$ cat src/rtl/fm_map.svh
`ifndef FM_MAP_SVH
`define FM_MAP_SVH
// ****************************************
// field memory constants
// ****************************************
`define FM_DATA_W        8
`define FM_ADDR_W        10
`define FM_DEPTH         1024
`define FM_DUMMY_CYC     80
`define FM_OLD_WIN       70
`define FM_NEW_MIN       600
`define FM_LAG_MIN       600
`define FM_RST_LOW       2
`define FM_PWR_US        100
`define FM_CLK_MHZ       50
`define FM_PWR_CYC       (`FM_PWR_US * `FM_CLK_MHZ)
`define FM_CNT_W         13
`endif

$ cat src/rtl/fm_pkg.sv
`default_nettype none
`include "fm_map.svh"
// ****************************************
// field memory types
// ****************************************
package fm_pkg;
   typedef logic [`FM_DATA_W-1:0] fm_data_t;   // one pixel byte
   typedef logic [`FM_ADDR_W-1:0] fm_addr_t;   // pointer value
   typedef logic [`FM_CNT_W-1:0]  fm_cnt_t;    // controller counters
   typedef enum logic [2:0] {
      FM_PWR   = 3'h0,                         // supply settle wait
      FM_DUMMY = 3'h1,                         // dummy clocking
      FM_INIT  = 3'h2,                         // pointer reset pulse
      FM_GAP   = 3'h3,                         // reset low spacing
      FM_RUN   = 3'h4                          // field streaming
   } fm_state_e;
endpackage : fm_pkg
`default_nettype wire

$ cat src/rtl/fm_if.sv
`default_nettype none
// ****************************************
// link between controller and field memory
// ****************************************
interface fm_if;
   import fm_pkg::*;
   logic     write_pointer_reset;    // write pointer clear request
   logic     write_enable;           // write strobe, advances pointer
   logic     write_mask_enable;      // stores data when high
   fm_data_t write_data;             // data in
   logic     read_pointer_reset;     // read pointer clear request
   logic     read_advance_enable;    // advances read pointer
   logic     read_output_enable;     // data output gate
   fm_data_t read_data;              // data out
   logic     read_data_oe_n;         // low while memory drives read_data
   modport mem (input write_pointer_reset, write_enable, write_mask_enable, write_data,
                input read_pointer_reset, read_advance_enable, read_output_enable,
                output read_data, read_data_oe_n);
   modport ctl (output write_pointer_reset, write_enable, write_mask_enable, write_data,
                output read_pointer_reset, read_advance_enable, read_output_enable,
                input read_data, read_data_oe_n);
endinterface : fm_if
`default_nettype wire

$ cat src/rtl/fm_ctl.sv
`default_nettype none
`include "fm_map.svh"
// ****************************************
// controller end: init then field streaming
// ****************************************
module fm_ctl
   import fm_pkg::*;
(
   input  wire logic     clock,                // single system clock
   input  wire logic     srst,                 // sync reset, active high
   fm_if.ctl             link,                 // memory side
   input  wire logic     in_valid,             // user write byte present
   input  wire fm_data_t in_data,              // user write byte
   input  wire logic     in_mask,              // high stores byte
   input  wire logic     field_start,          // pulse: begin new field
   input  wire logic     want_new,             // high: read new field
   output logic          ready,                // init done
   output logic          out_valid,            // read byte valid
   output fm_data_t      out_data              // read byte
);
   fm_state_e st_r, st_nxt;                    // controller state
   fm_cnt_t   cnt_r, cnt_nxt;                  // general counter
   fm_cnt_t   gap_r, gap_nxt;                  // cycles since write reset
   logic      pass_r, pass_nxt;                // first init pass done
   logic      wrst_r, wrst_nxt;                // write reset drive
   logic      rrst_r, rrst_nxt;                // read reset drive
   logic      rpend_r, rpend_nxt;              // read reset pending
   logic      rdq_r, rdq_nxt;                  // read advance driven this cycle
   logic      rdv_r, rdv_nxt;                  // advance landed, byte in memory reg
   logic      ready_nxt;

   // sequencing
   always_comb begin
      st_nxt    = st_r;
      cnt_nxt   = cnt_r;
      pass_nxt  = pass_r;
      wrst_nxt  = 1'b0;
      rrst_nxt  = 1'b0;
      rpend_nxt = rpend_r;
      ready_nxt = ready;
      gap_nxt   = (gap_r == '1) ? gap_r : fm_cnt_t'(gap_r + 1'b1);
      unique case (st_r)
         FM_PWR: begin
            cnt_nxt = fm_cnt_t'(cnt_r + 1'b1);
            if (cnt_r == fm_cnt_t'(`FM_PWR_CYC - 1)) begin
               cnt_nxt = '0;
               st_nxt  = FM_INIT;              // leading reset
            end
         end
         FM_DUMMY: begin                       // both ports together
            cnt_nxt = fm_cnt_t'(cnt_r + 1'b1);
            if (cnt_r == fm_cnt_t'(`FM_DUMMY_CYC - 1)) begin
               cnt_nxt = '0;
               st_nxt  = FM_INIT;
            end
         end
         FM_INIT: begin
            wrst_nxt = 1'b1;
            rrst_nxt = 1'b1;
            st_nxt   = FM_GAP;
         end
         FM_GAP: begin
            cnt_nxt = fm_cnt_t'(cnt_r + 1'b1);
            if (cnt_r == fm_cnt_t'(`FM_RST_LOW - 1)) begin
               cnt_nxt  = '0;
               pass_nxt = 1'b1;
               st_nxt   = pass_r ? FM_RUN : FM_DUMMY;
            end
         end
         FM_RUN: begin
            ready_nxt = 1'b1;
            // writes in the reset cycle are dropped by the memory, so not counted
            cnt_nxt   = (in_valid && !wrst_r && cnt_r != '1) ? fm_cnt_t'(cnt_r + 1'b1) : cnt_r;
            if (field_start && !wrst_r && cnt_r >= fm_cnt_t'(`FM_DUMMY_CYC)) begin
               wrst_nxt  = 1'b1;
               cnt_nxt   = '0;
               gap_nxt   = '0;
               rpend_nxt = 1'b1;
               if (!want_new) begin            // read reset right away
                  rrst_nxt  = 1'b1;
                  rpend_nxt = 1'b0;
               end
            end else if (rpend_r && gap_r >= fm_cnt_t'(`FM_NEW_MIN)) begin
               rrst_nxt  = 1'b1;
               rpend_nxt = 1'b0;
            end
         end
         default: st_nxt = FM_PWR;
      endcase
   end

   // read stream: old field reads in lockstep from its reset, so each location
   // is read no later than the edge that overwrites it; new field waits for
   // its delayed read reset
   always_comb begin
      rdq_nxt = ready && !rpend_nxt;
      rdv_nxt = rdq_r && !rrst_r;              // reset cycle returns no byte
   end

   always_ff @(posedge clock) begin
      if (srst) begin
         st_r      <= FM_PWR;
         cnt_r     <= '0;
         gap_r     <= '0;
         pass_r    <= 1'b0;
         wrst_r    <= 1'b0;
         rrst_r    <= 1'b0;
         rpend_r   <= 1'b0;
         rdq_r     <= 1'b0;
         rdv_r     <= 1'b0;
         ready     <= 1'b0;
         out_valid <= 1'b0;
         out_data  <= '0;
      end else begin
         st_r      <= st_nxt;
         cnt_r     <= cnt_nxt;
         gap_r     <= gap_nxt;
         pass_r    <= pass_nxt;
         wrst_r    <= wrst_nxt;
         rrst_r    <= rrst_nxt;
         rpend_r   <= rpend_nxt;
         rdq_r     <= rdq_nxt;
         rdv_r     <= rdv_nxt;
         ready     <= ready_nxt;
         out_valid <= rdv_r;                   // paired with out_data below
         out_data  <= link.read_data;
      end
   end

   // dummy cycles clock both pointers, data masked off
   assign link.write_pointer_reset = wrst_r;
   assign link.read_pointer_reset  = rrst_r;
   assign link.write_enable        = (st_r == FM_DUMMY) || (ready && in_valid);
   assign link.write_mask_enable   = ready && in_mask;
   assign link.write_data          = in_data;
   assign link.read_advance_enable = (st_r == FM_DUMMY) || rdq_r;
   assign link.read_output_enable  = 1'b1;
endmodule : fm_ctl
`default_nettype wire

$ cat src/flat_wrapper.sv
// flat-port wrapper written by rule: the top's interface ports become plain ports
module fm_ctl_flat import fm_pkg::*;
  (clock, srst, in_valid, in_data, in_mask, field_start, want_new, ready, out_valid, out_data, link_write_pointer_reset, link_write_enable, link_write_mask_enable, link_write_data, link_read_pointer_reset, link_read_advance_enable, link_read_output_enable, link_read_data, link_read_data_oe_n);
  fm_if link_i ();
  input  wire logic clock;
  input  wire logic srst;
  input  wire logic in_valid;
  input  wire fm_data_t in_data;
  input  wire logic in_mask;
  input  wire logic field_start;
  input  wire logic want_new;
  output logic ready;
  output logic out_valid;
  output fm_data_t out_data;
  output wire logic [$bits(link_i.write_pointer_reset)-1:0] link_write_pointer_reset;
  output wire logic [$bits(link_i.write_enable)-1:0] link_write_enable;
  output wire logic [$bits(link_i.write_mask_enable)-1:0] link_write_mask_enable;
  output wire logic [$bits(link_i.write_data)-1:0] link_write_data;
  output wire logic [$bits(link_i.read_pointer_reset)-1:0] link_read_pointer_reset;
  output wire logic [$bits(link_i.read_advance_enable)-1:0] link_read_advance_enable;
  output wire logic [$bits(link_i.read_output_enable)-1:0] link_read_output_enable;
  input wire logic [$bits(link_i.read_data)-1:0] link_read_data;
  input wire logic [$bits(link_i.read_data_oe_n)-1:0] link_read_data_oe_n;
  assign link_write_pointer_reset = link_i.write_pointer_reset;
  assign link_write_enable = link_i.write_enable;
  assign link_write_mask_enable = link_i.write_mask_enable;
  assign link_write_data = link_i.write_data;
  assign link_read_pointer_reset = link_i.read_pointer_reset;
  assign link_read_advance_enable = link_i.read_advance_enable;
  assign link_read_output_enable = link_i.read_output_enable;
  assign link_i.read_data = link_read_data;
  assign link_i.read_data_oe_n = link_read_data_oe_n;
  fm_ctl u_core (.clock(clock), .srst(srst), .link(link_i), .in_valid(in_valid), .in_data(in_data), .in_mask(in_mask), .field_start(field_start), .want_new(want_new), .ready(ready), .out_valid(out_valid), .out_data(out_data));
endmodule
$ cat config.mk
export PLATFORM = sky130hd
export DESIGN_NAME = fm_ctl_flat
export DESIGN_NICKNAME = d
export VERILOG_FILES = /design/src/rtl/fm_pkg.sv /design/src/rtl/fm_if.sv /design/src/rtl/fm_ctl.sv /design/src/flat_wrapper.sv
export VERILOG_INCLUDE_DIRS = /design/src /design/src/rtl
export SDC_FILE = /design/constraint.sdc
export NUM_CORES = 1
export LEC_CHECK = 0
export BUFFER_PORTS_ARGS = -buffer_cell sky130_fd_sc_hd__buf_2
export CORE_MARGIN = 2
export CORE_UTILIZATION = 59
export DETAILED_ROUTE_END_ITERATION = 7
export PLACE_DENSITY = 0.92
export SYNTH_ARGS = -nofsm -noshare
export SYNTH_HDL_FRONTEND = slang
export SYNTH_SLANG_ARGS = --single-unit
$ cat constraint.sdc
create_clock -name clock -period 4.05 [get_ports clock]
set_input_delay 0.81 -clock clock [delete_from_list [all_inputs] [get_ports clock]]
set_output_delay 0.81 -clock clock [all_outputs]
set_load 0.01 [all_outputs]
==> out/qor.yml <==
outcome: "finished clean"
cts-resized-gates: 0
fin_skew_ns: 0.00639
slew_headroom: 0.325
setup_viol: 0
wl_per_cell_um: 14.9
post-route-period-util: 0.671
path_clk_slew_ns: 0.08
yosysTopAreaCell: "dfxtp_1"
drv_slew: 0
crit_path_max_fanout: 13
synth_nets: 301
required_ns: 4.22
syn_inst: 273
grt_util_all_layers: 0.233
cts_buffers: 5
wl_met3_um: 377
grt_first_pass_wirelength_mm: 8.20
htreeDepth: 2
netlist_top_cells_count: "dfxtp_1 (45), nor2_1 (29), nand2_1 (17)"
maxCapViolCount: 0
startpoint_type: "register"
crit_family: "compound AO/OA/AOI/OAI gates"
dpl.hpwl_mm: 3.41
grt_overflow: 0
synth_top_area_share: 0.374
cts.path.max_buffers: 2
synth_cell_types: 62
critPathSlowestCell: "a211o_1"
vias_per_cell: 6.23
place_inst: 326
ant_nets: 0
worstSkewPairLatency_ns: 0.30
numClockSinks: 45
max_freq_ghz: 0.368
gp_congestion: 0.843
ctsHoldBuffers: 0
synth_area_um2: 2410
yosysMostFrequentCell: "dfxtp_1"
critical_path_arrival_ns: 2.89
register_area_um2: 901
die-area_um2: 4610
path_class: "reg -> reg"
seq_area_frac_synth: 0.374
root_buffer: "clkbuf_8"
initialDrtViolationCount: 227
via_count: 2080
num_io_pins: 47
drt_wl_total_mm: 4.98
nFillCells: 317
row_count: 23
setup_ws_ns: 1.33
area_delta_synth_final_pct: 4.88
antenna_found_initial: 0
ir_drop_v: 0.000165
multi_input_area_um2: 1310
rsz0062_at_grt: "false"
avgSynthCellArea_um2: 8.83
hp-class: "reg -> reg"
cts_tree: "done"
slowest_delay_ns: 0.55
drtPass1Iterations: 5
async_reset_ff_frac: 0
cts_setup_buffers: 0
yosysWarnings: 0
hold_viol_final: 0
worst_pin_slew_ns: 1.01
nets: 311
die_w_um: 67.9
crit_path_end_kind: "register"
p_leak_nw: 0.929
power_mw: 0.812
stdcell_count: 334
synthTopCellsByArea: "dfxtp_1 (37%), nor2_1 (4.5%), buf_4 (4.0%)"
diodes: 0
grt_max_degree: 29
ys_ff_latch: 45
period_minus_slack_ns: 2.72
setup_tns_ns: 0
drc: 0
ys.flop_type: "dfxtp_1"
crit_chain: "ha_1 > nand4_1 > or3_4 > o31ai_4 > a211o_1 > o21ai_1"
hold_ws_ns: 0.427
synth-edff-count: 0
dr_wl_met2_mm: 2.35
grt_pass1_vias: 1849
powerDensity_nw_per_um2: 321
routed.top_layer: "met4"
core_um2: 3970
port_buffers: 28
met1_length_mm: 2.11
place_ws_ns: 1.30
die_h_um: 67.9
start_util: 0.607
path_buf_inv: 0
final_layout_size_suffix_gt1_frac: 0.169
[cell type report]
class	instances	share of cell area
multi-input cells	193	0.516
flip-flops and latches	45	0.356
inverters	10	0.0148
well taps	50	0.0247
clock buffers	6	0.0287
repair buffers	28	0.0554
clock inverters	2	0.00396
[path summary, 6_finish.rpt]
kind                                                     start  depth (start not counted)  slack, ns              end
worst max-delay path                           u_core.cnt_r[0]                          6       1.33  u_core.cnt_r[6]
worst min-delay path            u_core.link.read_pointer_reset                          1       0.43     u_core.rdv_r
worst max register to register                 u_core.cnt_r[0]                          6       1.33  u_core.cnt_r[6]
worst min register to register  u_core.link.read_pointer_reset                          1       0.43     u_core.rdv_r
[cell families (layout without fill, tap and decap cells)]
| group | after synthesis | in the layout | share of synthesized area |
|---|---|---|---|
| multiplexers | 1 | 1 | 0.00415 |
| flip-flops | 45 | 45 | 0.374 |
| adder cells (fa/ha/maj) | 5 | 5 | 0.0259 |
| AO/OA/AOI/OAI | 58 | 58 | 0.190 |
| AND/OR/NAND/NOR | 119 | 119 | 0.286 |
| XOR/XNOR | 9 | 9 | 0.0327 |
| buffers and inverters | 35 | 46 | 0.0851 |
| other | 1 | 1 | 0.00156 |
[stage by stage]
step	utilization	area, um2
after floorplan	-	2410
after global placement	0.616	2450
after detailed placement	0.616	2450
after CTS	0.637	2530
after global routing	0.637	2530
final	0.637	2530
[routing by layer]
layer,track usage,up-vias
li1,-,1004
met1,0.258,958
met2,0.400,95
met3,0.0576,23
met4,0.138,0
met5,0,-
[sequential cells by signal, summed over array words and instances, names as in the netlist]
name,cells
u_core.cnt_r,13
u_core.gap_r,13
u_core.out_data,8
u_core.st_r,3
u_core.link.read_pointer_reset,1
u_core.link.write_pointer_reset,1
u_core.out_valid,1
u_core.pass_r,1
u_core.rdq_r,1
u_core.rdv_r,1
u_core.ready,1
u_core.rpend_r,1
[power breakdown]
part	switching, mW	internal, mW	leakage [nW]
Combinational	0.0473	0.0300	0.518
Clock	0.146	0.120	0.0450
Sequential	0.0140	0.455	0.366
Total	0.207	0.605	0.929
[layout by cell type, fill, tap and decap left out, types with 2 or more instances in the layout]
cell type  instances
nor3_1             5
clkinv_2           2
a21o_1             2
o21a_1             2
buf_2             28
dfxtp_1           45
o21ai_0            3
a32oi_1            7
o21ai_1            5
nor3b_1            5
a2111oi_0          2
o41ai_1            3
a21oi_1            8
nor4b_1            2
xor2_1             4
and3_1             2
nor2b_1           15
nand2b_1           4
inv_1             10
o31ai_1            5
and2_1             2
a311oi_1           2
a41oi_1            5
nor2_1            29
nand3_1           12
nand4_1            6
nand2_1           17
nor4_2             2
xnor2_1            5
or3_1              5
clkbuf_8           5
ha_1               5
Note: power is estimated with default switching activity, not from simulation.
